**config.mk**
```make
export PLATFORM = sky130hd
export DESIGN_NAME = spsi_top
export DESIGN_NICKNAME = d
export VERILOG_FILES = /design/src/spsi_pkg.sv /design/src/spsi_short_guard.sv /design/src/spsi_top.sv
export SDC_FILE = /design/constraint.sdc
export NUM_CORES = 1
export LEC_CHECK = 0
export BUFFER_PORTS_ARGS = -buffer_cell sky130_fd_sc_hd__buf_2
export CORE_MARGIN = 2
export CORE_UTILIZATION = 45
export CTS_BUF_LIST = sky130_fd_sc_hd__clkbuf_4 sky130_fd_sc_hd__clkbuf_8
export DETAILED_ROUTE_END_ITERATION = 16
export SYNTH_ARGS = -nofsm -noshare
export SYNTH_HDL_FRONTEND = slang
export SYNTH_SLANG_ARGS = --single-unit
```
**constraint.sdc**
```tcl
create_clock -name sys_clk -period 2.18 [get_ports sys_clk]
set_input_delay 0 -clock sys_clk [delete_from_list [all_inputs] [get_ports sys_clk]]
set_output_delay 0 -clock sys_clk [all_outputs]
set_load 0.005 [all_outputs]
```
**src/spsi_pkg.sv**
```systemverilog
// Package with constants and types of the stepper protection and step input block
`default_nettype none
package spsi_pkg;
  // ---------------------------------------------------------------
  // Thermal thresholds in degrees Celsius
  // ---------------------------------------------------------------
  localparam logic [7:0] TEMP_SHUTDOWN_C = 8'h96;  // 150
  localparam logic [7:0] TEMP_RESUME_C   = 8'h78;  // 120
  // ---------------------------------------------------------------
  // Short detection
  // ---------------------------------------------------------------
  localparam logic [1:0] SHORT_RETRIES   = 2'h3;
  localparam int         RETRY_GAP_NS    = 10000;  // Off time before a retry
  localparam int         CLK_PERIOD_NS   = 100;
  localparam int         RETRY_GAP_CYC   = (RETRY_GAP_NS + CLK_PERIOD_NS - 1) / CLK_PERIOD_NS;
  localparam logic [7:0] RETRY_GAP_CNT   = RETRY_GAP_CYC[7:0];
  // ---------------------------------------------------------------
  // Microstep position
  // ---------------------------------------------------------------
  localparam int         POS_W           = 10;
  localparam logic [9:0] POS_RESET       = 10'h000;
  // Enable synchroniser after reset: pin seen high, so bridges start off
  localparam logic [1:0] EN_SY_RESET     = 2'h3;
  // Short supervisor states
  typedef enum logic [1:0] {SPSI_RUN, SPSI_RETRY, SPSI_FAULT} spsi_short_st_t;
endpackage : spsi_pkg
`default_nettype wire

```
**src/spsi_short_guard.sv**
```systemverilog
// One bridge short supervisor with retries and latched fault
`default_nettype none
module spsi_short_guard
(
  // Clock and reset
  input  wire logic sys_clk,
  input  wire logic sys_rst,
  // Control
  input  wire logic enable,
  input  wire logic hs_overcurrent,
  // Status
  output logic      bridge_ok,
  output logic      fault
);
  typedef struct packed {
    spsi_pkg::spsi_short_st_t st;
    logic [1:0]               tries;
    logic [7:0]               gap;
  } spsi_guard_t;

  spsi_guard_t s_r;
  spsi_guard_t s_nxt;

  // ---------------------------------------------------------------
  // Retry state machine
  // ---------------------------------------------------------------
  always_comb
  begin
    s_nxt = s_r;
    case (s_r.st)
      spsi_pkg::SPSI_RUN:
      begin
        if (!enable)
        begin
          s_nxt.tries = 2'h0;
        end
        else if (hs_overcurrent)
        begin
          if (s_r.tries == spsi_pkg::SHORT_RETRIES)
          begin
            s_nxt.st = spsi_pkg::SPSI_FAULT;
          end
          else
          begin
            s_nxt.tries = s_r.tries + 2'h1;
            s_nxt.gap   = spsi_pkg::RETRY_GAP_CNT;
            s_nxt.st    = spsi_pkg::SPSI_RETRY;
          end
        end
      end
      spsi_pkg::SPSI_RETRY:
      begin
        if (!enable)
        begin
          s_nxt.st    = spsi_pkg::SPSI_RUN;
          s_nxt.tries = 2'h0;
        end
        else if (s_r.gap == 8'h00)
        begin
          s_nxt.st = spsi_pkg::SPSI_RUN;
        end
        else
        begin
          s_nxt.gap = s_r.gap - 8'h01;
        end
      end
      spsi_pkg::SPSI_FAULT:
      begin
        if (!enable)
        begin
          s_nxt.st    = spsi_pkg::SPSI_RUN;
          s_nxt.tries = 2'h0;
        end
      end
      default:
      begin
        s_nxt.st = spsi_pkg::SPSI_RUN;
      end
    endcase
  end

  // State register
  always_ff @(posedge sys_clk)
  begin
    if (sys_rst)
    begin
      s_r <= '{st: spsi_pkg::SPSI_RUN, tries: 2'h0, gap: 8'h00};
    end
    else
    begin
      s_r <= s_nxt;
    end
  end

  assign bridge_ok = (s_r.st == spsi_pkg::SPSI_RUN);
  assign fault     = (s_r.st == spsi_pkg::SPSI_FAULT);
endmodule : spsi_short_guard
`default_nettype wire

```
**src/spsi_top.sv**
```systemverilog
// Protection supervisor and step/direction front end of the stepper driver
// Function
// - At 150 C die temperature all driver stages switch off.
// - After thermal shutdown stay off until 120 C, then resume by itself.
// - Shorts to ground are sensed through each bridge high-side current.
// - A short must be seen three retries before it counts as real.
// - A confirmed short switches off only its own bridge, A or B.
// - A confirmed short drives the error output.
// - Fault clears only when enable is dropped; it clears three clock edges after the enable pin is sampled high.
// - Enable pin high turns every power switch off.
// - Only rising step edges advance the position.
// - Step and direction pass a two-flop synchroniser before use.
// - Step with direction low increments, direction high decrements.
`default_nettype none
module spsi_top
(
  // Clock and reset
  input  wire logic       sys_clk,
  input  wire logic       sys_rst,
  // Controller pins
  input  wire logic       step_in,
  input  wire logic       dir_in,
  input  wire logic       power_stage_enable_n,
  // Analog sensors
  input  wire logic [7:0] die_temp_c,
  input  wire logic       short_a,
  input  wire logic       short_b,
  // Power stage and status
  output logic            bridge_a_on,
  output logic            bridge_b_on,
  output logic            error_out,
  output logic            overtemp,
  output logic            step_pulse,
  output logic            step_dir,
  output logic [9:0]      position
);
  typedef struct packed {
    logic [1:0] step_sy;
    logic [1:0] dir_sy;
    logic [1:0] en_sy;
    logic [1:0] shn_a;
    logic [1:0] shn_b;
    logic [7:0] temp_s1;
    logic [7:0] temp_s2;
    logic       step_d;
    logic       hot;
    logic       a_on;
    logic       b_on;
    logic       err;
    logic       pulse;
    logic       dir;
    logic [9:0] pos;
  } spsi_top_t;

  spsi_top_t s_r;
  spsi_top_t s_nxt;
  logic      enable;
  logic      pin_en;
  logic      ok_a;
  logic      ok_b;
  logic      flt_a;
  logic      flt_b;

  // ---------------------------------------------------------------
  // Short supervisors, one per bridge
  // ---------------------------------------------------------------
  // Synchronised pin level, then with thermal shutdown folded in
  assign pin_en = ~s_r.en_sy[1];
  assign enable = pin_en & ~s_r.hot;

  spsi_short_guard u_guard_a
  (
    .sys_clk        (sys_clk),
    .sys_rst        (sys_rst),
    .enable         (pin_en),
    .hs_overcurrent (s_r.shn_a[1] & enable),
    .bridge_ok      (ok_a),
    .fault          (flt_a)
  );

  spsi_short_guard u_guard_b
  (
    .sys_clk        (sys_clk),
    .sys_rst        (sys_rst),
    .enable         (pin_en),
    .hs_overcurrent (s_r.shn_b[1] & enable),
    .bridge_ok      (ok_b),
    .fault          (flt_b)
  );

  // ---------------------------------------------------------------
  // Next state
  // ---------------------------------------------------------------
  always_comb
  begin
    s_nxt = s_r;
    // Synchronisers on all pin inputs
    s_nxt.step_sy = {s_r.step_sy[0], step_in};
    s_nxt.dir_sy  = {s_r.dir_sy[0], dir_in};
    s_nxt.en_sy   = {s_r.en_sy[0], power_stage_enable_n};
    s_nxt.shn_a   = {s_r.shn_a[0], short_a};
    s_nxt.shn_b   = {s_r.shn_b[0], short_b};
    s_nxt.step_d  = s_r.step_sy[1];
    // Temperature word, quasi-static, two flops before use
    s_nxt.temp_s1 = die_temp_c;
    s_nxt.temp_s2 = s_r.temp_s1;
    // Thermal hysteresis
    if (s_r.temp_s2 >= spsi_pkg::TEMP_SHUTDOWN_C)
    begin
      s_nxt.hot = 1'b1;
    end
    else if (s_r.temp_s2 <= spsi_pkg::TEMP_RESUME_C)
    begin
      s_nxt.hot = 1'b0;
    end
    // Bridge gating: enable, thermal, per-bridge short
    s_nxt.a_on = enable & ok_a;
    s_nxt.b_on = enable & ok_b;
    s_nxt.err  = flt_a | flt_b;
    // Step edge detection and position update
    s_nxt.pulse = 1'b0;
    if (s_r.step_sy[1] && !s_r.step_d)
    begin
      s_nxt.pulse = 1'b1;
      s_nxt.dir   = s_r.dir_sy[1];
      if (s_r.dir_sy[1])
      begin
        s_nxt.pos = s_r.pos - 10'h001;
      end
      else
      begin
        s_nxt.pos = s_r.pos + 10'h001;
      end
    end
  end

  // State register
  always_ff @(posedge sys_clk)
  begin
    if (sys_rst)
    begin
      s_r <= '{default: '0};
      s_r.pos <= spsi_pkg::POS_RESET;
      s_r.en_sy <= spsi_pkg::EN_SY_RESET;
    end
    else
    begin
      s_r <= s_nxt;
    end
  end

  // Outputs straight from flops
  assign bridge_a_on = s_r.a_on;
  assign bridge_b_on = s_r.b_on;
  assign error_out   = s_r.err;
  assign overtemp    = s_r.hot;
  assign step_pulse  = s_r.pulse;
  assign step_dir    = s_r.dir;
  assign position    = s_r.pos;
endmodule : spsi_top
`default_nettype wire

```
[Word level (Yosys, flattened, before mapping)]
Index checks and enable logic that the tools add are counted.
Cells by class
  magnitude comparators: 2
  add/subtract/negate cells: 6
  equality and inequality tests: 26
  bitwise operators: 8
  reduce and logical (&&, ||, !) cells: 17
  mux-type cells: 32
Operators with widths (count)
  8-bit 2-to-1 mux: 6
  12-bit 2-to-1 mux: 3
  8-bit case mux with 2 select lines: 2
  10-bit 2-to-1 mux: 3
  2-bit != test, second input constant: 12
  2-bit case mux with 3 select lines: 4
  2-bit 2-to-1 mux: 11
  8-bit zero test: 2
  8-bit by 1-bit subtractor with 8-bit output, second input constant: 2
  3-bit by 2-bit != test with 1-bit output, second input constant: 4
  6-bit AND reduction: 2
  10-bit by 1-bit adder with 10-bit output, second input constant: 1
  5-bit AND reduction: 2
  10-bit by 1-bit subtractor with 10-bit output, second input constant: 1
  2-bit == test, second input constant: 4
  8-bit >= comparator, second input constant: 1
  8-bit by 7-bit less-or-equal comparator with 1-bit output, second input constant: 1
  4-bit AND reduction: 2
  3-bit != test, second input constant: 2
  2-bit nonzero test: 3
  3-bit nonzero test: 2
  1-bit bitwise AND: 5
  2-bit by 1-bit adder with 2-bit output, second input constant: 2
  2-bit by 1-bit == test with 1-bit output, second input constant: 2
  other kinds (8): 12
Storage, ports and cells
  output and inout port bits: 16
  register bits: 67
  logic and storage cells: 112

[Depth between registers and ports, before layout]
Gate-level depths: netlist (run 1).
  depth in word-level cells: 6
  mapped depth: 8
  depth with buffers taken out: 7

[By module]
A second synthesis (run 1) with hierarchy kept.
Second synthesis, totals
  cell total of the unflattened synthesis: 377
  area total of the unflattened synthesis: 3422.0 sq um
Modules (own cells, without submodules)
  spsi_top: area each 1863.0 sq um, cells an instance 191, instances 1, sequential area each 860.8 sq um
  spsi_short_guard: area each 779.5 sq um, cells an instance 93, instances 2, sequential area each 240.2 sq um

[Worst setup path before layout (run 1)]
Ideal clock, no wire load.
  path type: reg-to-reg
  start: reg u_guard_b.s_r[8] (netlist bit)
  end: reg u_guard_b.s_r[9] (netlist bit)
  setup slack: 249 ps
  clock period less this slack: 1931 ps
  arrival: 1861 ps
  stages on the path, launching flop included: 7
  required time: 2109 ps
  path through: dfxtp_1 ha_1 or4b_1 a21boi_1 o21bai_1 or4b_1 a21oi_1
On the way
  word-level cells in the longest chain between the ends: 5
  elaborated cells between the ends (all ways): 8
RTL lines
  start, declared: line spsi_short_guard.sv:21  | spsi_guard_t s_r;
  start signal, assigned: line spsi_short_guard.sv:87  | s_r <= '{st: spsi_pkg::SPSI_RUN, tries: 2'h0, gap: 8'h00};
  start signal, assigned: line spsi_short_guard.sv:91  | s_r <= s_nxt;
  2-bit by 1-bit adder with 2-bit output: line spsi_short_guard.sv:45  | s_nxt.tries = s_r.tries + 2'h1;
  10-bit 2-to-1 mux: line spsi_short_guard.sv:39  | if (s_r.tries == spsi_pkg::SHORT_RETRIES)
  12-bit 2-to-1 mux: line spsi_short_guard.sv:37  | else if (hs_overcurrent)
  2-bit 2-to-1 mux: line spsi_short_guard.sv:33  | if (!enable)
  2-bit case mux with 3 select lines: line spsi_short_guard.sv:30  | case (s_r.st)
Several ways; a longest one is shown, not always the timed one. The select of a mux whose other input is x is not followed.
A chain may end at the register's enable or synchronous reset.

[Worst setup path in the final report (run 1)]
Same ends and word-level chain as after synthesis.

==> metrics.md, run 1 <==
| Metric | Value |
|---|---|
| Post-synthesis sequential area ratio | 41.42% |
| I/O pins | 31 |
| Switch Pwr | 622.8 uW |
| Worst r2r src | u_guard_b.s_r[8]$_SDFFE_PP0P_ |
| Final ANT Viol Nets | 0 |
| Final RePlAce weighted congestion | 0.7879 |
| IO Port Bufs | 30 |
| Min Clock Period, post-route | 2.066 ns |
| Rel. slew slack | 67.99% |
| CTS Buf Count | 9 |
| Internal power | 1897 uW |
| Antenna violations before repair | 0 |
| Netlist cell types | 48 |
| WL final | 6088 um |
| Die Wd | 88.83 um |
| Setup Crit Path Kind | reg -> reg |
| Number of hold violations in the final report | 0 |
| Seq cells post-synth | 67 |
| Share of cells above drive strength 1 | 16.96% |
| Run status | finished clean |
| Via count | 2535 |
| Post-Syn Instances | 356 |
| Rows | 30 |
| Fin util | 55.28% |
| Main flop type after synthesis | dfxtp_1 |
| Core ar. | 6869 um^2 |
| Most frequent cells in the layout | dfxtp_1, buf_2, nor2b_1, nand2_1, a21oi_1 |
| Min-delay src | sys_rst |
| Slew @ Worst Pin | 0.4802 ns |
| Hold Worst Slack | 0.08468 ns |
| Initial DRC Count | 104 |
| Initial core utilization | 47.14% |
| DR pass1 iterations | 4 |
| Required time of the critical path | 2.45 ns |
| Ys Warns | 0 |
| Critical Path Source Type | flip-flop |
| CP arrival | 2.33 ns |
| CTS Sinks | 67 |
| Max Cap Viol | 0 |
| Full die area | 7891 um^2 |
| Worst setup endpoint | u_guard_b.s_r[9]$_SDFFE_PP0P_ |
| Fin crit share | 94.79% |
| Most common cell after layout, fill and taps aside | dfxtp_1 |
| Layout area overhead | 17.27% |
| Detailed Place HPWL | 4192 um |
| Crit-path max FO | 4 |
| Power density over the cells | 663.5 nW/um^2 |
| Synth area leader | dfxtp_1 |
| Drc violations | 0 |
| Longest Clk Path Bufs | 2 |
| Comb pwr share | 6.9% |
| Mapped Nets | 394 |
| Antenna Cells | 0 |
| H-tree Lvls | 3 |
| Worst hold path type | in -> reg |
| Final setup violation count | 0 |
| Clock skew | 0.01288 ns |
| Synth top area share | 41.42% |
| Reg2Reg Depth | 6 |
| Switching power share of the total | 24.72% |
| Crit path launch | u_guard_b.s_r[8]$_SDFFE_PP0P_ |
| Clock Latency Late Sink | 0.34 ns |
| CTS root buffer | clkbuf_8 |
| Synth Cell Area | 3238 um^2 |
| Worst vdd ir | 0.5479 mV |
| Hold depth | 2 |
| Leading post-synthesis cells by cell area | dfxtp_1, ha_1, nor2b_1, a21oi_1, xor2_1 |
| Vias in the first global route | 2404 |
| P_leak | 0.001552 uW |
| Vias per cell | 5.101 |
| Synth Area per Inst | 9.096 um^2 |
| Die height | 88.83 um |
| Grt ovf | 0 |
| Max Freq | 483.9 MHz |
| First-pass GRT wire length | 10600 um |
| Flop pwr share | 51.0% |
| Nets | 434 |
| Largest net degree at the start of global routing | 50 |
| Clock transition at path regs | 0.08 ns |
| Share of synthesized registers carrying an async set or reset | 0% |
| Clock power share | 42.1% |
| CTS tree | yes |
| CP Capture Type | flip-flop |
| Final max-slew violation count | 0 |
| Post-synth EDFFs | 0 |
| Reg-to-Reg End | u_guard_b.s_r[9]$_SDFFE_PP0P_ |
| R2R setup slack | 0.11 ns |
| Global-route usage over all layers | 17.13% |
| DR WL/cell | 12.25 um |
[flip-flops by register name (all words and copies together), names as in the netlist]
signal,flops
overtemp,1
s_nxt,14
bridge_b_on,1
u_guard_a.s_r,12
bridge_a_on,1
u_guard_b.s_r,12
step_pulse,1
position,10
s_r,13
error_out,1
step_dir,1
[final cells by class]
type | instances | area, um^2
multi-input cells | 254 | 1732
fillers | 621 | 3072
flip-flops and latches | 67 | 1343
repair buffers | 53 | 355.3
well taps | 96 | 120.1
clock inverters | 7 | 82.58
clock buffers | 9 | 123.9
inverters | 11 | 41.29
[worst min path at each step]
stage	to	slack, ns
finish	u_guard_a.s_r[10]$_SDFFE_PP0P_	0.08
detailed placement	s_nxt[38]$_SDFF_PP1_	0.19
global placement	s_nxt[38]$_SDFF_PP1_	0.18
CTS	u_guard_a.s_r[10]$_SDFFE_PP0P_	0.07
global route	u_guard_a.s_r[10]$_SDFFE_PP0P_	0.11
floorplan	s_nxt[38]$_SDFF_PP1_	0.10
[metal layers]
metal  up-vias  global-route usage (%)  wire, um
met5         -                       0         0
met4         0                   7.025        96
met3         9                   4.011       171
met2        39                   26.73      2593
met1      1147                   22.83      3227
li1       1340                       -         -
[kinds of logic after synthesis]
group / count (synthesis) / share of synthesized area (%)
AOI/OAI and AO/OA: 60 / 11.94
xor gates and xnor gates: 14 / 3.787
adders and majority gates: 23 / 9.119
buffers and inverters: 35 / 5.332
DFF: 67 / 41.42
muxes: 6 / 1.932
and+or+nand+nor: 151 / 26.47
[worst max-delay path, cell delays in order (launching register included)]
cell and delay [ns]:
dfxtp_1 0.33, ha_1 0.22, or4b_1 0.53, a21boi_2 0.17, o21bai_2 0.09, or4b_1 0.52
a21oi_1 0.14
[through the flow]
step	cell area (um^2)	setup TNS [ns]	instances	total power, uW	setup slack, ns
2_1_floorplan	3238	0	356	1423	0.2486
3_3_place_gp	3452	0	468	1466	0.1679
3_5_place_dp	3452	0	468	1470	0.1353
4_1_cts	3789	0	497	2560	0.1029
5_1_grt	3797	-0.01753	497	2645	-0.01753
6_report	3797	0	497	2519	0.1136
[power by group through the flow]
stage	registers [uW]	clock network [uW]	logic, uW
6_report	1290	1060	174
4_1_cts	1290	1100	174
5_1_grt	1290	1160	195
2_1_floorplan	1310	0	116
3_5_place_dp	1310	0	156
3_3_place_gp	1310	0	153
[repair_timing]
item,4_1_cts,5_1_grt
endpoints found under the setup margin,0,4
resized for setup,0,3
hold buffers,13,0
buffers inserted,0,0
hold endpoints to repair,13,0
[Yosys cell counts, types with 2 or more instances]
master,number
dfxtp_1,67
nor2b_1,28
nand2_1,27
a21oi_1,26
nor2_1,23
ha_1,22
nor3_1,14
nand4_1,12
xor2_1,12
clkbuf_1,11
inv_1,11
buf_4,10
nand4b_1,8
nand3_1,7
nor4b_1,6
o21ai_0,5
or2_2,5
a21o_1,4
a31oi_1,4
and3_1,4
mux2i_1,4
nor4_1,4
or4b_1,4
a211oi_1,3
o21bai_1,3
a211o_1,2
a211oi_2,2
a21boi_0,2
and2_1,2
buf_1,2
mux2_2,2
or3b_1,2
or4_1,2
xnor2_1,2
Note: power is estimated with default switching activity, not from simulation.
==> inputs of run 2 (changes only) <==
--- a/config.mk
+++ b/config.mk
@@ -10,6 +10,7 @@
 export CORE_UTILIZATION = 45
 export CTS_BUF_LIST = sky130_fd_sc_hd__clkbuf_4 sky130_fd_sc_hd__clkbuf_8
 export DETAILED_ROUTE_END_ITERATION = 16
+export MAX_ROUTING_LAYER = met4
 export SYNTH_ARGS = -nofsm -noshare
 export SYNTH_HDL_FRONTEND = slang
 export SYNTH_SLANG_ARGS = --single-unit
==> metrics.md, run 2 (synthesis results as in run 1) <==
| Metric | Value |
|---|---|
| Run status | finished clean |
| Count of non-filler cells in the finished layout | 497 |
| Clock skew | 0.01300 ns |
| Number of hold violations in the final report | 0 |
| Min-Delay Endpoint | u_guard_a.s_r[10]$_SDFFE_PP0P_ |
| I/O pins | 31 |
| WL final | 6101 um |
| Multi-input gate area | 1732 um^2 |
| Postcts setup bufs | 0 |
| R2R setup slack | 0.11 ns |
| Fillers | 621 |
| Most frequent cells in the layout | dfxtp_1, buf_2, nor2b_1, nand2_1, a21oi_1 |
| Worst hold path type | in -> reg |
| PnR Total Power | 2521 uW |
| Switch Pwr | 624.1 uW |
| Worst r2r src | u_guard_b.s_r[8]$_SDFFE_PP0P_ |
| Reg2Reg Depth | 6 |
| Switching power share of the total | 24.76% |
| Initial core utilization | 47.14% |
| Final max-slew violation count | 0 |
| Clock transition at path regs | 0.08 ns |
| Vias in the first global route | 2407 |
| Power density over the cells | 663.8 nW/um^2 |
| Grt ovf | 0 |
| Sum Neg Setup Slack | 0 ns |
| Initial DRC Count | 104 |
| Critical path's slowest cell | or4b_1 |
| Antenna violations before repair | 0 |
| Global-route usage over all layers | 17.66% |
| Longest Clk Path Bufs | 2 |
| Via count | 2539 |
| CP Buf/Inv Count | 0 |
| Core ar. | 6869 um^2 |
| Rel. slew slack | 67.93% |
| Drc violations | 0 |
| H-tree Lvls | 3 |
| Final RePlAce weighted congestion | 0.7990 |
| Hold Worst Slack | 0.08369 ns |
| Largest net degree at the start of global routing | 50 |
| Rows | 30 |
| Die height | 88.83 um |
| Internal power | 1897 uW |
| Flop pwr share | 51.0% |
| Nets | 434 |
| DR pass1 iterations | 4 |
| Setup Crit Path Kind | reg -> reg |
| Worst path cell trace | ha_1 > or4b_1 > a21boi_2 > o21bai_2 > or4b_1 > a21oi_1 |
| Max Cap Viol | 0 |
| Fin crit share | 94.79% |
| CTS tree | yes |
| CP dominant cell by count | or4b_1 |
| Most common cell after layout, fill and taps aside | dfxtp_1 |
| Share of cells above drive strength 1 | 16.96% |
| Hold depth | 2 |
| CP arrival | 2.34 ns |
| Slew @ Worst Pin | 0.4811 ns |
| Placed Cells | 468 |
| Max Freq | 483.9 MHz |
| Min-delay src | sys_rst |
| DR WL/cell | 12.28 um |
| CTS Buf Count | 9 |
| Clock Latency Late Sink | 0.34 ns |
| Full die area | 7891 um^2 |
| IO Port Bufs | 30 |
| Final ANT Viol Nets | 0 |
| Final setup violation count | 0 |
| Reg-to-Reg End | u_guard_b.s_r[9]$_SDFFE_PP0P_ |
| Delay-heaviest family, CP | simple AND/OR/NAND/NOR gates |
| Comb pwr share | 6.9% |
| Layout area overhead | 17.27% |
| Vias per cell | 5.109 |
| P_leak | 0.001552 uW |
| Antenna Cells | 0 |
| CTS Sinks | 67 |
| CP Capture Type | flip-flop |
| Clock power share | 42.1% |
| Number of flip-flops in the largest register | 14 |
| CTS root buffer | clkbuf_8 |
| Register area | 1343 um^2 |
| Die Wd | 88.83 um |
| Detailed Place HPWL | 4192 um |
| Crit-path max FO | 4 |
| Worst vdd ir | 0.5479 mV |
| CP peak stage delay | 0.53 ns |
| First-pass GRT wire length | 10590 um |
| Required time of the critical path | 2.45 ns |
| Critical Path Source Type | flip-flop |
| Min Clock Period, post-route | 2.066 ns |
-- run 2: cell counts in the layout (fill, tap and decap cells not counted) --
Identical to the previous run, type by type.
-- run 2: repair_timing --
| action | 4_1_cts | 5_1_grt |
|---|---|---|
| gates resized for setup | 0 | 3 |
| endpoints found under the setup margin | 0 | 4 |
| hold buffers | 13 | 0 |
| hold endpoints to repair | 13 | 0 |
-- run 2: how the worst max path moves through the flow --
stage / start / end / slack, ns / cells past startpoint
after CTS: u_guard_b.s_r[8]$_SDFFE_PP0P_ / u_guard_b.s_r[9]$_SDFFE_PP0P_ / 0.10 / 6
after global routing: u_guard_b.s_r[8]$_SDFFE_PP0P_ / u_guard_b.s_r[9]$_SDFFE_PP0P_ / -0.02 / 6
after detailed placement: s_r[40]$_SDFF_PP0_ / position[9]$_SDFFE_PP0P_ / 0.14 / 7
after global placement: s_r[40]$_SDFF_PP0_ / position[9]$_SDFFE_PP0P_ / 0.17 / 7
final: u_guard_b.s_r[8]$_SDFFE_PP0P_ / u_guard_b.s_r[9]$_SDFFE_PP0P_ / 0.11 / 6
after floorplan: u_guard_b.s_r[8]$_SDFFE_PP0P_ / u_guard_b.s_r[9]$_SDFFE_PP0P_ / 0.25 / 6
-- run 2: through the flow --
step                util, %  setup slack, ns  cell area (um^2)
floorplan                 -           0.2486              3238
global placement      50.26           0.1679              3452
detailed placement    50.26           0.1353              3452
CTS                   55.15           0.1029              3789
global route          55.28         -0.01753              3797
finish                55.28           0.1136              3797
-- run 2: cell type report --
class	count	area share, %
Sequential cell	67	35.35
Clock inverter	7	2.175
Clock buffer	9	3.262
Tap cell	96	3.163
Multi-Input combinational cell	254	45.60
Timing Repair Buffer	53	9.358
Inverter	11	1.087
-- run 2: power groups by stage --
stage	Clock, uW	Sequential (uW)	Combinational (uW)
after floorplan	0	1310	116
final	1060	1290	174
after detailed placement	0	1310	156
after CTS	1100	1290	174
after global routing	1160	1290	195
after global placement	0	1310	153
-- run 2: layer usage --
metal	routed length, um	global-route usage [%]	share of wire, %	up-vias
met5	0	-	0	-
met4	96	7.025	1.6	0
met3	167	3.638	2.7	9
met2	2593	26.73	43	39
met1	3244	23.06	53	1152
li1	-	-	-	1339
==> inputs of run 3 (changes only) <==
--- a/config.mk
+++ b/config.mk
@@ -5,6 +5,7 @@
 export SDC_FILE = /design/constraint.sdc
 export NUM_CORES = 1
 export LEC_CHECK = 0
+export ABC_AREA = 1
 export BUFFER_PORTS_ARGS = -buffer_cell sky130_fd_sc_hd__buf_2
 export CORE_MARGIN = 2
 export CORE_UTILIZATION = 45
==> metrics.md, run 3 <==
| Metric | Value |
|---|---|
| Run status | finished clean |
| Drc violations | 0 |
| XOR/XNOR Fraction of Synth Area | 1.439% |
| Number of flip-flops in the largest register | 14 |
| Max Freq | 538.6 MHz |
| Die Wd | 94.08 um |
| Rows | 32 |
| Post-route setup slack | 0.3232 ns |
| Max Cap Viol | 0 |
| Largest family of logic cells by synthesized area | simple AND/OR/NAND/NOR gates |
| Full die area | 8850 um^2 |
| Min Clock Period, post-route | 1.857 ns |
| PnR Total Power | 2592 uW |
| Library cell with the highest instance count after synthesis | nor2_1 |
| Main flop type after synthesis | dfxtp_1 |
| Worst hold path type | in -> reg |
| Synth area leader | dfxtp_1 |
| Worst path cell trace | ha_1 > a21oi_1 > nor2_1 > nor2_1 > nand2_1 > nand2_1 > nand3_1 > nand2_1 > inv_1 |
| First-pass GRT wire length | 12150 um |
| P_leak | 0.002119 uW |
| Synth Area per Inst | 7.117 um^2 |
| Clock transition at path regs | 0.08 ns |
| Final RePlAce weighted congestion | 0.8616 |
| H-tree Lvls | 3 |
| Synth top area share | 36.74% |
| Synth top cells by count | nor2_1, inv_1, nand2_1, dfxtp_1, nand3_1 |
| DR pass1 iterations | 4 |
| Longest Clk Path Bufs | 2 |
| Initial core utilization | 46.76% |
| Mux share of post-synthesis cell area | 0% |
| Post-synthesis sequential area ratio | 36.74% |
| Critical path's slowest cell | dfxtp_1 |
| Vias in the first global route | 2827 |
| Global-route usage over all layers | 17.55% |
| Share of cells above drive strength 1 | 16.67% |
| Antenna Cells | 0 |
| Placed Cells | 629 |
| Layout area overhead | 16.35% |
| Largest net degree at the start of global routing | 25 |
| IO Port Bufs | 30 |
| Power density over the cells | 610.1 nW/um^2 |
| Final setup violation count | 0 |
| Most frequent cells in the layout | nor2_1, inv_1, nand2_1, dfxtp_1, nand3_1 |
| Leading post-synthesis cells by cell area | dfxtp_1, nor2_1, inv_1, nand2_1, ha_1 |
| CTS root buffer | clkbuf_8 |
| Count of non-filler cells in the finished layout | 666 |
| Sum Neg Setup Slack | 0 ns |
| Adder-Cell Fraction of Synth Area | 8.088% |
| Core ar. | 7807 um^2 |
| Final max-slew violation count | 0 |
| Final ANT Viol Nets | 0 |
| Clock Latency Late Sink | 0.35 ns |
| Mapped Nets | 551 |
| Critical Path Source Type | flip-flop |
| CTS Sinks | 67 |
| Crit-path max FO | 11 |
| Hold Worst Slack | 0.3651 ns |
| Setup Crit Path Kind | reg -> reg |
| CTS Buf Count | 9 |
| Initial DRC Count | 72 |
| CP peak stage delay | 0.60 ns |
| DR WL/cell | 10.41 um |
| Antenna violations before repair | 0 |
| Worst vdd ir | 0.3740 mV |
| Most common cell after layout, fill and taps aside | nor2_1 |
| Synth Cell Area | 3651 um^2 |
| Seq cells post-synth | 67 |
| Grt ovf | 0 |
| R2R setup slack | 0.32 ns |
| Clock skew | 0.01332 ns |
| Vias per cell | 4.550 |
| Via count | 3030 |
| Netlist cell types | 34 |
| Post-Syn Instances | 513 |
| I/O pins | 31 |
| Ys Warns | 0 |
| CTS tree | yes |
| Share of synthesized registers carrying an async set or reset | 0% |
| CP arrival | 2.10 ns |
| CP dominant cell by count | nand2_1 |
| Slew @ Worst Pin | 0.5335 ns |
| Post-synth EDFFs | 0 |
| Required time of the critical path | 2.43 ns |
| Fillers | 772 |
| WL final | 6935 um |
| CP Capture Type | flip-flop |
| Pre-CTS WS | 0.3460 ns |
| Detailed Place HPWL | 4815 um |
| Fin crit share | 85.18% |
| Nets | 597 |
| Number of hold violations in the final report | 0 |
| Synth Area in Compound Gates | 9.561% |
| Die height | 94.08 um |
| Unrepaired setup endpoints after global routing | no |
| Rel. slew slack | 64.40% |
| Synth Area in Simple Gates | 30.77% |
-- run 3: changes by cell type after synthesis, sizes merged, moves of 5 or more --
cell / change
nor3: -9
inv: +85
nand4b: -8
nand3: +30
nor4b: -6
nor2: +79
nand2: +65
a211oi: -5
o21ai: +15
xor2: -7
nor2b: -28
clkbuf: -6
-- run 3: timing repair --
| item | in CTS | in global routing |
|---|---|---|
| endpoints found under the hold margin | 15 | 0 |
| gates resized for setup | 0 | 0 |
| buffers inserted | 0 | 0 |
| hold buffers | 21 | 0 |
-- run 3: cell families (layout without fill, tap and decap cells) --
group                      count (synthesis)  in the layout
and+or+nand+nor                          247            247
buffers and inverters                    115            166
DFF                                       67             67
AOI/OAI and AO/OA                         55             55
adders and majority gates                 23             23
xor gates and xnor gates                   6              6
-- run 3: worst max-delay path: cells and delay by family (launching register included) --
family                     cells  cell delay [ns]
AOI/OAI and AO/OA              1             0.31
adders and majority gates      1             0.36
buffers and inverters          1             0.03
DFF                            1             0.60
and+or+nand+nor                6             0.45
-- run 3: report_power, final --
| group | leakage, uW | total [uW] | switching (uW) | internal [uW] |
|---|---|---|---|---|
| clock | 0.000101 | 1090 | 541 | 546 |
| sequential | 0.000548 | 1290 | 27.0 | 1260 |
| combinational | 0.00147 | 214 | 115 | 99.0 |
-- run 3: area by class of cell --
class                   count  area, um^2  share of cell area [%]
multi-input cells         331        1821                   42.86
flip-flops and latches     67        1341                   31.58
repair buffers             54       382.9                   9.013
inverters                  96       370.4                   8.719
well taps                 102       127.6                   3.004
clock buffers               9       123.9                   2.916
clock inverters             7       81.33                   1.915
-- run 3: layer usage --
metal	vias up	GRT usage (%)	wire length, um
met2	37	27.50	3038
met1	1317	22.72	3606
met5	-	-	0
li1	1666	-	-
met3	10	3.371	180
met4	0	6.159	110
-- run 3: worst paths after layout --
path	startpoint	end	cells after the start
setup / recovery	s_r[40]$_SDFF_PP0_	position[7]$_SDFFE_PP0P_	9
hold reg to reg	s_nxt[24]$_SDFF_PP0_	s_r[24]$_SDFF_PP0_	2
hold / removal	power_stage_enable_n	s_nxt[38]$_SDFF_PP1_	3
setup reg to reg	s_r[40]$_SDFF_PP0_	position[7]$_SDFFE_PP0P_	9
-- run 3: metrics by stage --
stage | cell area, um^2 | utilization, %
after global placement | 3832 | 49.09
after CTS | 4248 | 54.41
after detailed placement | 3832 | 49.09
final | 4248 | 54.41
after global routing | 4248 | 54.41
after floorplan | 3651 | -
